`src/spd_regs.vh`:
```
// Register offsets, field positions and reset values of the serial DMA block.
`ifndef SPD_REGS_VH
`define SPD_REGS_VH

// Register address layout: one bit picks the serial port, six bits the byte.
`define SPD_ADDR_W      7
`define SPD_PORT_BIT    6

// Byte offsets inside one serial port's register space.
`define SPD_OFS_IEN     6'h08
`define SPD_OFS_IDIS    6'h0C
`define SPD_OFS_IMSK    6'h10
`define SPD_OFS_STAT    6'h14
`define SPD_OFS_RPTR    6'h30
`define SPD_OFS_RCNT    6'h34
`define SPD_OFS_TPTR    6'h38
`define SPD_OFS_TCNT    6'h3C

// Positions in the one-hot register select vector.
`define SPD_SEL_IEN     0
`define SPD_SEL_IDIS    1
`define SPD_SEL_IMSK    2
`define SPD_SEL_STAT    3
`define SPD_SEL_RPTR    4
`define SPD_SEL_RCNT    5
`define SPD_SEL_TPTR    6
`define SPD_SEL_TCNT    7

// Status and mask bit positions.
`define SPD_BIT_RXDONE  0
`define SPD_BIT_TXDONE  1

// Reset values.
`define SPD_PTR_RST     32'h00000000
`define SPD_CNT_RST     16'h0000
`define SPD_FLG_RST     4'h0

`endif

```
`src/spd_pair_buf.v`:
```
// Two-entry elastic buffer with valid and ready on both sides.
`timescale 1ns/1ps
module spd_pair_buf #(
  parameter WIDTH = 8
) (
  input  wire             mclk,
  input  wire             reset,
  input  wire             inValid,
  output wire             inReady,
  input  wire [WIDTH-1:0] inData,
  output wire             outValid,
  input  wire             outReady,
  output wire [WIDTH-1:0] outData
);

  reg  [WIDTH-1:0] head_ff;   // Oldest word, drives the output directly.
  reg  [WIDTH-1:0] tail_ff;   // Second word, only valid when two are held.
  reg  [1:0]       fill_ff;   // Number of words held, zero to two.
  wire             push;      // A word enters this cycle.
  wire             pop;       // A word leaves this cycle.

  assign inReady  = (fill_ff != 2'h2);
  assign outValid = (fill_ff != 2'h0);
  assign outData  = head_ff;
  assign push     = inValid & inReady;
  assign pop      = outValid & outReady;

  // Shift-style storage keeps the head in a register, so the output never
  // passes through a multiplexer after the flop.
  always @(posedge mclk) begin
    if (reset) begin
      head_ff <= {WIDTH{1'b0}};
      tail_ff <= {WIDTH{1'b0}};
      fill_ff <= 2'h0;
    end else if (push && !pop) begin
      if (fill_ff == 2'h0) begin
        head_ff <= inData;
      end else begin
        tail_ff <= inData;
      end
      fill_ff <= fill_ff + 2'h1;
    end else if (pop && !push) begin
      head_ff <= tail_ff;
      fill_ff <= fill_ff - 2'h1;
    end else if (pop && push) begin
      // One in and one out: the count stays, the words move up.
      if (fill_ff == 2'h1) begin
        head_ff <= inData;
      end else begin
        head_ff <= tail_ff;
        tail_ff <= inData;
      end
    end
  end

endmodule

```
`src/spd_rr_arb.v`:
```
// Round-robin arbiter that picks one of four channel requests.
`timescale 1ns/1ps
module spd_rr_arb (
  input  wire       mclk,
  input  wire       reset,
  input  wire [3:0] reqVec,
  input  wire       advance,
  output reg  [1:0] grantIdx,
  output wire       anyReq
);

  reg  [1:0] lastGrant_ff;    // Channel served most recently.
  reg  [1:0] probe;           // Candidate channel inside the search.
  reg        found;           // A candidate has been picked.
  integer    k;

  assign anyReq = |reqVec;

  // Search starts just after the last winner so no channel starves.
  always @* begin
    found    = 1'b0;
    probe    = 2'h0;
    grantIdx = lastGrant_ff;
    for (k = 1; k <= 4; k = k + 1) begin
      probe = lastGrant_ff + k[1:0];
      if (!found && reqVec[probe]) begin
        grantIdx = probe;
        found    = 1'b1;
      end
    end
  end

  // The winner is remembered only when the engine really takes it.
  always @(posedge mclk) begin
    if (reset) begin
      lastGrant_ff <= 2'h3;
    end else if (advance) begin
      lastGrant_ff <= grantIdx;
    end
  end

endmodule

```
`src/spd_channels.v`:
```
// Four-channel character DMA engine serving two serial ports.
//
// Function
// Four channels: receive and transmit per port.
// Channel registers sit in each port's space.
// Each channel holds a 32-bit memory pointer.
// Each channel holds a 16-bit transfer count.
// Count reaching zero sets end-of-transfer status.
// End-of-transfer status raises masked port interrupt.
// Each transfer: pointer plus one, count minus one.
`timescale 1ns/1ps
`include "spd_regs.vh"
module spd_channels (
  input  wire                   mclk,
  input  wire                   reset,
  input  wire [`SPD_ADDR_W-1:0] regAddr,
  input  wire [31:0]            regWrData,
  input  wire                   regWrStb,
  input  wire                   regRdStb,
  output wire [31:0]            regRdData,
  input  wire [1:0]             rxValid,
  input  wire [7:0]             rxData0,
  input  wire [7:0]             rxData1,
  output wire [1:0]             rxReady,
  output wire [1:0]             txValid,
  output wire [7:0]             txData0,
  output wire [7:0]             txData1,
  input  wire [1:0]             txReady,
  output wire                   memReq,
  output wire                   memWrite,
  output wire [31:0]            memAddr,
  output wire [7:0]             memWrData,
  input  wire [7:0]             memRdData,
  input  wire                   memAck,
  output wire [1:0]             usartIrq
);

  ////////////////////////////////////////////////////////////////////////////
  // Declarations.
  ////////////////////////////////////////////////////////////////////////////

  // Engine states, one-hot.
  localparam [1:0] ST_IDLE = 2'b01;
  localparam [1:0] ST_BUSY = 2'b10;

  // Channel index is {port, direction}; direction 0 receives, 1 transmits.
  reg  [31:0] chanPtr_ff [0:3];  // Memory pointer of each channel.
  reg  [15:0] chanCnt_ff [0:3];  // Transfers left on each channel.
  reg  [3:0]  doneFlag_ff;       // Sticky end-of-transfer per channel.
  reg  [3:0]  irqMask_ff;        // Interrupt mask per channel.
  reg  [1:0]  state_ff;          // Engine state.
  reg  [1:0]  nxt_state;         // Engine state for the next cycle.
  reg  [1:0]  curChan_ff;        // Channel owning the memory access.
  reg         memReq_ff;         // Memory request, held until acknowledge.
  reg         memWrite_ff;       // Direction of the memory access.
  reg  [31:0] memAddr_ff;        // Address of the memory access.
  reg  [7:0]  memWrData_ff;      // Received character going to memory.
  reg  [31:0] rdData_ff;         // Read data, valid the cycle after a read.
  wire [3:0]  reqVec;            // Channels that could move a character.
  wire [1:0]  grantIdx;          // Channel chosen by the arbiter.
  wire        anyReq;            // At least one channel is ready.
  wire        take;              // The engine starts an access this cycle.
  wire        ackHit;            // The pending access completes this cycle.
  wire [1:0]  bufInReady;        // Transmit buffers with a free entry.
  wire [1:0]  bufInValid;        // Fetched character enters a buffer.
  wire [15:0] txDataVec;         // Both transmit buffer outputs.
  wire [7:0]  wrSel;             // Register written this cycle.
  wire [7:0]  rdSel;             // Register read this cycle.
  wire        selPort;           // Serial port addressed by software.
  wire [1:0]  rxCh;              // Receive channel of the addressed port.
  wire [1:0]  txCh;              // Transmit channel of the addressed port.
  wire [3:0]  flagSet;           // Channels finishing their last transfer.
  wire [3:0]  flagClr;           // Channels whose count is rewritten.
  wire [1:0]  portMask;          // Mask bits of the addressed port.
  wire [1:0]  portDone;          // Status bits of the addressed port.
  integer     i;

  ////////////////////////////////////////////////////////////////////////////
  // Register decode.
  ////////////////////////////////////////////////////////////////////////////

  // Turns a byte offset into a one-hot select; unmapped offsets give zero.
  function [7:0] regSel;
    input [5:0] ofs;
    begin
      regSel = 8'h00;
      case (ofs)
        `SPD_OFS_IEN:  regSel[`SPD_SEL_IEN]  = 1'b1;
        `SPD_OFS_IDIS: regSel[`SPD_SEL_IDIS] = 1'b1;
        `SPD_OFS_IMSK: regSel[`SPD_SEL_IMSK] = 1'b1;
        `SPD_OFS_STAT: regSel[`SPD_SEL_STAT] = 1'b1;
        `SPD_OFS_RPTR: regSel[`SPD_SEL_RPTR] = 1'b1;
        `SPD_OFS_RCNT: regSel[`SPD_SEL_RCNT] = 1'b1;
        `SPD_OFS_TPTR: regSel[`SPD_SEL_TPTR] = 1'b1;
        `SPD_OFS_TCNT: regSel[`SPD_SEL_TCNT] = 1'b1;
        default:       regSel = 8'h00;
      endcase
    end
  endfunction

  // The port bit of the address picks whose register space is used.
  assign selPort = regAddr[`SPD_PORT_BIT];
  assign rxCh    = {selPort, 1'b0};
  assign txCh    = {selPort, 1'b1};
  assign wrSel   = regSel(regAddr[5:0]) & {8{regWrStb}};
  assign rdSel   = regSel(regAddr[5:0]);

  // Rewriting a count starts a new block, so its old end flag goes away.
  assign flagClr[0] = wrSel[`SPD_SEL_RCNT] & ~selPort;
  assign flagClr[1] = wrSel[`SPD_SEL_TCNT] & ~selPort;
  assign flagClr[2] = wrSel[`SPD_SEL_RCNT] & selPort;
  assign flagClr[3] = wrSel[`SPD_SEL_TCNT] & selPort;

  ////////////////////////////////////////////////////////////////////////////
  // Channel requests and transmit buffers.
  ////////////////////////////////////////////////////////////////////////////

  // One receive and one transmit channel per port.
  genvar u;
  generate
    for (u = 0; u < 2; u = u + 1) begin : gPort
      // A receive channel asks when a character waits and work is left.
      assign reqVec[2*u]   = rxValid[u] && (chanCnt_ff[2*u] != 16'h0000);
      // A transmit channel asks only when its buffer can take the word.
      assign reqVec[2*u+1] = bufInReady[u] &&
                             (chanCnt_ff[2*u+1] != 16'h0000);
      // The character is accepted in the cycle the engine takes it.
      assign rxReady[u]    = take && (grantIdx == 2*u);
      // The fetched character enters the buffer on the acknowledge.
      assign bufInValid[u] = ackHit && (curChan_ff == 2*u+1);

      // A stall by the transmitter fills this buffer and then holds off
      // further fetches; one slot is always free when a fetch starts.
      spd_pair_buf #(
        .WIDTH    (8)
      ) uTxBuf (
        .mclk     (mclk),
        .reset    (reset),
        .inValid  (bufInValid[u]),
        .inReady  (bufInReady[u]),
        .inData   (memRdData),
        .outValid (txValid[u]),
        .outReady (txReady[u]),
        .outData  (txDataVec[8*u+7:8*u])
      );
    end
  endgenerate

  assign txData0 = txDataVec[7:0];
  assign txData1 = txDataVec[15:8];

  // The four channels share the memory port in turn.
  spd_rr_arb uArb (
    .mclk     (mclk),
    .reset    (reset),
    .reqVec   (reqVec),
    .advance  (take),
    .grantIdx (grantIdx),
    .anyReq   (anyReq)
  );

  ////////////////////////////////////////////////////////////////////////////
  // Transfer engine.
  ////////////////////////////////////////////////////////////////////////////

  assign take   = (state_ff == ST_IDLE) && anyReq;
  assign ackHit = (state_ff == ST_BUSY) && memAck;

  // Only one access is in flight, which keeps the buffer slot reserved.
  always @* begin
    nxt_state = state_ff;
    case (state_ff)
      ST_IDLE: begin
        if (anyReq) begin
          nxt_state = ST_BUSY;
        end
      end
      ST_BUSY: begin
        if (memAck) begin
          nxt_state = ST_IDLE;
        end
      end
      default: begin
        nxt_state = ST_IDLE;
      end
    endcase
  end

  // The access is launched from flops and held until it is acknowledged.
  always @(posedge mclk) begin
    if (reset) begin
      state_ff     <= ST_IDLE;
      curChan_ff   <= 2'h0;
      memReq_ff    <= 1'b0;
      memWrite_ff  <= 1'b0;
      memAddr_ff   <= `SPD_PTR_RST;
      memWrData_ff <= 8'h00;
    end else begin
      state_ff <= nxt_state;
      if (take) begin
        curChan_ff   <= grantIdx;
        memReq_ff    <= 1'b1;
        // Receive channels write memory, transmit channels read it.
        memWrite_ff  <= ~grantIdx[0];
        memAddr_ff   <= chanPtr_ff[grantIdx];
        memWrData_ff <= grantIdx[1] ? rxData1 : rxData0;
      end else if (ackHit) begin
        memReq_ff <= 1'b0;
      end
    end
  end

  assign memReq    = memReq_ff;
  assign memWrite  = memWrite_ff;
  assign memAddr   = memAddr_ff;
  assign memWrData = memWrData_ff;

  ////////////////////////////////////////////////////////////////////////////
  // Channel registers and status.
  ////////////////////////////////////////////////////////////////////////////

  // The last transfer of a block is the one that leaves the count at zero.
  generate
    for (u = 0; u < 4; u = u + 1) begin : gFlag
      assign flagSet[u] = ackHit && (curChan_ff == u) &&
                          (chanCnt_ff[u] == 16'h0001);
    end
  endgenerate

  // A software write wins over the step of the same cycle, because it is
  // the later assignment; a write during an access gets stepped on its ack.
  always @(posedge mclk) begin
    if (reset) begin
      for (i = 0; i < 4; i = i + 1) begin
        chanPtr_ff[i] <= `SPD_PTR_RST;
        chanCnt_ff[i] <= `SPD_CNT_RST;
      end
    end else begin
      if (ackHit) begin
        chanPtr_ff[curChan_ff] <= chanPtr_ff[curChan_ff] + 32'h1;
        chanCnt_ff[curChan_ff] <= chanCnt_ff[curChan_ff] - 16'h1;
      end
      if (wrSel[`SPD_SEL_RPTR]) begin
        chanPtr_ff[rxCh] <= regWrData;
      end
      if (wrSel[`SPD_SEL_TPTR]) begin
        chanPtr_ff[txCh] <= regWrData;
      end
      if (wrSel[`SPD_SEL_RCNT]) begin
        chanCnt_ff[rxCh] <= regWrData[15:0];
      end
      if (wrSel[`SPD_SEL_TCNT]) begin
        chanCnt_ff[txCh] <= regWrData[15:0];
      end
    end
  end

  // End flags are sticky; a completion in the clearing cycle still sets.
  always @(posedge mclk) begin
    if (reset) begin
      doneFlag_ff <= `SPD_FLG_RST;
    end else begin
      doneFlag_ff <= (doneFlag_ff & ~flagClr) | flagSet;
    end
  end

  // Mask bits are set by the enable write and cleared by the disable write.
  always @(posedge mclk) begin
    if (reset) begin
      irqMask_ff <= `SPD_FLG_RST;
    end else if (wrSel[`SPD_SEL_IEN]) begin
      if (selPort) begin
        irqMask_ff[3:2] <= irqMask_ff[3:2] | regWrData[1:0];
      end else begin
        irqMask_ff[1:0] <= irqMask_ff[1:0] | regWrData[1:0];
      end
    end else if (wrSel[`SPD_SEL_IDIS]) begin
      if (selPort) begin
        irqMask_ff[3:2] <= irqMask_ff[3:2] & ~regWrData[1:0];
      end else begin
        irqMask_ff[1:0] <= irqMask_ff[1:0] & ~regWrData[1:0];
      end
    end
  end

  // Each port's interrupt is the OR of its unmasked end flags.
  assign usartIrq[0] = |(doneFlag_ff[1:0] & irqMask_ff[1:0]);
  assign usartIrq[1] = |(doneFlag_ff[3:2] & irqMask_ff[3:2]);

  ////////////////////////////////////////////////////////////////////////////
  // Register read port.
  ////////////////////////////////////////////////////////////////////////////

  assign portMask = selPort ? irqMask_ff[3:2] : irqMask_ff[1:0];
  assign portDone = selPort ? doneFlag_ff[3:2] : doneFlag_ff[1:0];

  // Read data stand in the cycle after the strobe only; write-only and
  // unmapped offsets read as zero, as do all unused upper bits.
  always @(posedge mclk) begin
    if (reset) begin
      rdData_ff <= 32'h00000000;
    end else if (regRdStb) begin
      rdData_ff <= 32'h00000000;
      if (rdSel[`SPD_SEL_IMSK]) begin
        rdData_ff <= {30'h00000000, portMask};
      end
      if (rdSel[`SPD_SEL_STAT]) begin
        rdData_ff <= {30'h00000000, portDone};
      end
      if (rdSel[`SPD_SEL_RPTR]) begin
        rdData_ff <= chanPtr_ff[rxCh];
      end
      if (rdSel[`SPD_SEL_RCNT]) begin
        rdData_ff <= {16'h0000, chanCnt_ff[rxCh]};
      end
      if (rdSel[`SPD_SEL_TPTR]) begin
        rdData_ff <= chanPtr_ff[txCh];
      end
      if (rdSel[`SPD_SEL_TCNT]) begin
        rdData_ff <= {16'h0000, chanCnt_ff[txCh]};
      end
    end else begin
      rdData_ff <= 32'h00000000;
    end
  end

  assign regRdData = rdData_ff;

endmodule

```
`config.mk`:
```
export PLATFORM = sky130hd
export DESIGN_NAME = spd_channels
export DESIGN_NICKNAME = d
export VERILOG_FILES = /design/src/spd_pair_buf.v /design/src/spd_rr_arb.v /design/src/spd_channels.v
export VERILOG_INCLUDE_DIRS = /design/src
export SDC_FILE = /design/constraint.sdc
export NUM_CORES = 1
export LEC_CHECK = 0
export BUFFER_PORTS_ARGS = -buffer_cell sky130_fd_sc_hd__buf_4
export CAP_MARGIN = 40
export CORE_ASPECT_RATIO = 0.8
export CORE_MARGIN = 2
export CORE_UTILIZATION = 50
export DETAILED_ROUTE_END_ITERATION = 16
export GPL_TIMING_DRIVEN = 0
export PLACE_DENSITY = 0.77
export SYNTH_ARGS = -nofsm -noshare
export SYNTH_HDL_FRONTEND = slang
export SYNTH_SLANG_ARGS = --single-unit
```
`constraint.sdc`:
```
create_clock -name mclk -period 5.1 [get_ports mclk]
set_input_delay 0.765 -clock mclk [delete_from_list [all_inputs] [get_ports mclk]]
set_output_delay 0.765 -clock mclk [all_outputs]
set_load 0.005 [all_outputs]
```
# [Word-level counts from Yosys, hierarchy flattened]
# Memory sizes are Yosys's and may differ from the RTL's. A register that Yosys moved wholly into a read port is not among the register bits.
# Index checks and enable logic that the tools add are counted.
[op_classes] n_mux=106 magnitude_cmp=4 bitwise_logic=22 n_reduce_logical=68 n_addsub=9 eq_ne=36 div_mod_pow=0 shifts=0 multipliers=0
[op_table] op="$mux 32" count=7
[op_table] op="$mux 8" count=21
[op_table] op="$reduce_or 32->1" count=3
[op_table] op="$eq 16x1->1 const B" count=4
[op_table] op="$mux 16" count=4
[op_table] op="$reduce_bool 16->1" count=4
[op_table] op="$mux 2" count=27
[op_table] op="$reduce_or 16->1" count=3
[op_table] op="$mux 1" count=40
[op_table] op="$add 32x1->32 const B" count=1
[op_table] op="$logic_and 1x1->1" count=25
[op_table] op="$eq 6x6->1 const B" count=4
[op_table] op="$ne 2x2->1 const B" count=12
[op_table] op="$reduce_bool 2->1" count=8
[op_table] op="$sub 16x1->16 const B" count=1
[op_table] op="$eq 6x4->1 const B" count=2
[op_table] op="$eq 6x5->1 const B" count=2
[op_table] op="$lt 2x3->1 const B" count=4
[op_table] op="$and 1x1->1" count=8
[op_table] op="$and 2x2->2" count=4
[op_table] op="$and 8x8->8" count=1
[op_table] op="$bmux 1 s2" count=4
[op_table] op="$eq 2x1->1 const B" count=4
[op_table] op="$eq 2x2->1 const B" count=4
[op_table] op="21 further kinds" count=48
[word_totals] input_bits=72 ram_bits=192 output_inout_bits=96 register_bits=92 mem_bits_ro=0 latchBits=0 memories=2
[mem_list] name="chanPtr_ff" depth=4 width=32 rd=4 rd_ports_with_merged_regs=2 wr=4 line="spd_channels.v:47" text="reg [31:0] chanPtr_ff [0:3];"
[mem_list] name="chanCnt_ff" depth=4 width=16 rd=7 rd_ports_with_merged_regs=1 wr=4 line="spd_channels.v:48" text="reg [15:0] chanCnt_ff [0:3];"

# [Depth between registers and ports, before layout]
# An unclocked memory read counts as a cell.
[logic_depth] word_depth=17 mapped_depth=12 ltp_nobuf=11

# [Cells and area by module]
# From an unflattened synthesis, not the netlist that was laid out.
[hier_totals] cells_unflattened=1631 hier_area_um2=17558.1
[modules_own_cells] module="spd_channels" instances=1 cells_each=1435 area_each_um2=15516.1
[modules_own_cells] module="spd_pair_buf" instances=2 cells_each=87 area_each_um2=922.1
[modules_own_cells] module="spd_rr_arb" instances=1 cells_each=22 area_each_um2=197.7

# [Least setup slack after synthesis]
# Ideal clock, no wire load.
[synth_path] path_type="in2reg" start="input regAddr[5]" end="memory chanPtr_ff[1][0] (enable)" setup_ns=0.466 arrival_time_ns=3.844 stages=5 setup_slack_ns=0.790 path_cell_list="clkbuf_1 nand4_1 inv_1 nand2_1 o21ai_0"
[synth_rtl] item="from (decl)" line="spd_channels.v:16" text="input wire [`SPD_ADDR_W-1:0] regAddr,"
[synth_rtl] item="to (decl)" line="spd_channels.v:47"

==> out/qor.txt <==
Max incr delay on CP: 690 ps
Initial antenna violation count: 2
Worst-Skew Late Latency: 540 ps
Final hold slack: 465.9 ps
Slew @ Worst Pin: 981.6 ps
Setup Slack @ Placement: 704.5 ps
DR iter-0 viols: 2527
Mapped Cells: 1602
Clock tree buffer depth: 3
Max H-tree Level: 2
Inst Count DP: 2207
Crit-path max FO: 10
Fmax: 0.2142 GHz
Max-Cap Viols: 0
Clock Pin Slew Worst Setup and Hold Paths: 70 ps
CTS resizes: 0
Top FF cell, synth: edfxtp_1
Endpoints failing setup: 0
First drt pass iteration count: 7
Worst path most repeated cell: buf_2
CTS Buf Count: 35
Psw: 2.160 mW
Period utilization: 91.54%
WP data required: 4340 ps
Die W: 210.5 µm
Min-delay worst type: flip-flop to flip-flop
Most frequent cells in the layout: nand2_1, edfxtp_1, buf_4
PortBufs: 151
Root Driver: clkbuf_16
CP Class: flip-flop to output port
Leak: 7.385 nW
Setup ws final: 431.5 ps
CTS tree: built
Comb power frac: 22.9%
Fin crit period: 4668 ps
Type of origin of the critical path: flip-flop
Post-CTS Setup Bufs: 0
Total GRT Usage: 33.75%
Cts hold-fix bufs: 0
Vias: 15204
Core area: 0.03363 mm²
Power Dens Cells: 358.3 mW/mm²
Synthesized area per cell: 10.65 µm²
FF+latch count, synth: 318
Final wirelength: 60.59 mm
Post-detail-place hpwl: 43.32 mm
Synth warn: 0
Cell Chain, Critical Path: nor4_1 -> nand2_1 -> o31ai_1 -> a2bb2oi_1 -> o21ai_1 -> buf_2 -> buf_2 -> and2_1 -> buf_4
Vias per cell: 6.695
Sequential fraction of design power: 42.2%
Count of final hold-check violations: 0
Mapped cell area: 0.01705 mm²
Slowest stage cell, crit path: o31ai_1
Residual DRC: 0
Hold Crit Depth: 2
Die area: 0.03561 mm²
Setup tns final: 0 ps
Area grow syn2layout: 18.17%
Initial Util: 50.71%
Routed Antenna Nets: 0
Asr flop ratio synth: 0%
Pin count of the biggest net entering global routing: 25
Clock network fraction of total power: 34.9%
Gr ovfl total: 0
Headroom to the max-slew limit: 34.06%
Crit path arrival time: 3900 ps
Global-route wire length before repair: 89.61 mm
Clock sinks: 318
Vias in the first global route: 14583
Total Power: 7.222 mW
Post-synth EDFFs: 192
Synth cell types: 64
Fraction of layout cells with a size suffix above 1: 18.95%
Layout Nets: 1896
Leading cell type in the layout, fill and taps excluded: nand2_1
Io pins: 168
Worst setup EP type: output port
Routability Congestion: 1.010
Die H: 169.2 µm
RSZ-0062 raised after global routing: no
Net count after synthesis: 1686
VDD IR max: 0.2450 mV
# rows: 60
Post-synthesis sequential area ratio: 48.60%
Sw frac: 29.91%
Non-Filler Instances: 2271
Register-to-Register Path Depth: 8
Int Power: 5.061 mW
Outcome: completed
Worst Skew: 17.03 ps
Slew Viols, Final: 0
Wire length per cell: 26.68 µm
[cell families after synthesis]
group / count (synthesis) / share of synthesized area, %
buf+inv: 140 / 3.426
flops: 318 / 48.60
fa+ha+maj: 12 / 0.8804
compound gates: 353 / 13.25
mux: 223 / 18.16
simple gates: 510 / 13.32
xor+xnor: 46 / 2.362
[stage by stage]
step | area, µm² | utilization, %
3_5_place_dp | 19010 | 56.52
4_1_cts | 20130 | 59.85
3_3_place_gp | 18730 | 55.69
6_report | 20150 | 59.92
2_1_floorplan | 17050 | -
5_1_grt | 20150 | 59.92
[layout make-up]
class / count / area [µm²]
fill: 2756 / 13480
sequential: 318 / 8288
multi-input combinational: 1144 / 8198
timing repair buffer: 173 / 1416
clock buffer: 54 / 1080
tap: 434 / 543.0
buffer: 119 / 505.5
inverter: 21 / 78.83
clock inverter: 7 / 41.29
antenna: 1 / 2.502
[power by group through the flow]
stage          registers, mW  clock network [mW]  logic [mW]
3_3_place_gp            3.09                   0        1.54
5_1_grt                 3.06                2.62        1.75
6_report                3.05                2.52        1.66
3_5_place_dp            3.09                   0        1.60
4_1_cts                 3.04                2.51        1.61
2_1_floorplan           3.05                   0       0.999
[sequential cells by signal, summed over array words and instances, names as in the netlist, named ones only]
signal                cells
memReq                    1
uArb.lastGrant_ff         2
state_ff                  2
memWrData                 8
regRdData                32
memWrite                  1
gPort.uTxBuf.fill_ff      4
memAddr                  32
chanCnt_ff               64
chanPtr_ff              128
doneFlag_ff               4
gPort.uTxBuf.outData     16
gPort.uTxBuf.tail_ff     16
curChan_ff                2
[cell usage after synthesis (6+ instances only)]
cell type | count | area, µm²
a211oi_1 | 25 | 187.7
a21oi_1 | 53 | 265.3
a221oi_1 | 14 | 122.6
a22o_1 | 29 | 254.0
a22oi_1 | 6 | 45.04
and2_1 | 8 | 50.05
and3_1 | 6 | 37.54
buf_1 | 22 | 82.58
buf_2 | 9 | 45.04
buf_4 | 8 | 60.06
clkbuf_1 | 76 | 285.3
dfxtp_1 | 126 | 2522
edfxtp_1 | 192 | 5766
ha_1 | 12 | 150.1
inv_1 | 21 | 78.83
mux2_2 | 29 | 326.6
mux2i_1 | 129 | 1291
mux4_2 | 61 | 1374
nand2_1 | 238 | 893.4
nand2b_1 | 8 | 50.05
nand3_1 | 18 | 90.09
nand4_1 | 8 | 50.05
nor2_1 | 133 | 499.2
nor2b_1 | 24 | 150.1
nor3_1 | 20 | 100.1
nor4_1 | 13 | 81.33
o21ai_0 | 138 | 690.7
o21ai_1 | 7 | 35.03
o221ai_1 | 32 | 280.3
o22ai_1 | 7 | 43.79
o31ai_1 | 23 | 172.7
or3_1 | 13 | 81.33
xnor2_1 | 16 | 140.1
xor2_1 | 30 | 262.8
[metal layers]
metal	up-vias	wire (µm)	track usage (%)
li1	6418	-	-
met1	7249	22630	46.63
met2	1310	25890	50.06
met3	227	9367	10.53
met4	0	2693	12.71
met5	-	0	0
[worst max-delay path, delay by kind of cell, from the launching register on]
kind	cells	cell delay, ps
AOI/OAI and AO/OA	3	1080
buffers and inverters	3	880
DFF	1	460
and+or+nand+nor	3	920
[worst paths after layout]
check        slack (ps)                       end                        from
max                 430                rxReady[1]  chanCnt_ff[0][5]$_DFFE_PP_
max reg2reg         970  memAddr[23]$_SDFFE_PP0P_  chanCnt_ff[0][5]$_DFFE_PP_
min                 470  memAddr[25]$_SDFFE_PP0P_    memAddr[25]$_SDFFE_PP0P_
min reg2reg         470  memAddr[25]$_SDFFE_PP0P_    memAddr[25]$_SDFFE_PP0P_
Note: power is estimated with default switching activity, not from simulation.
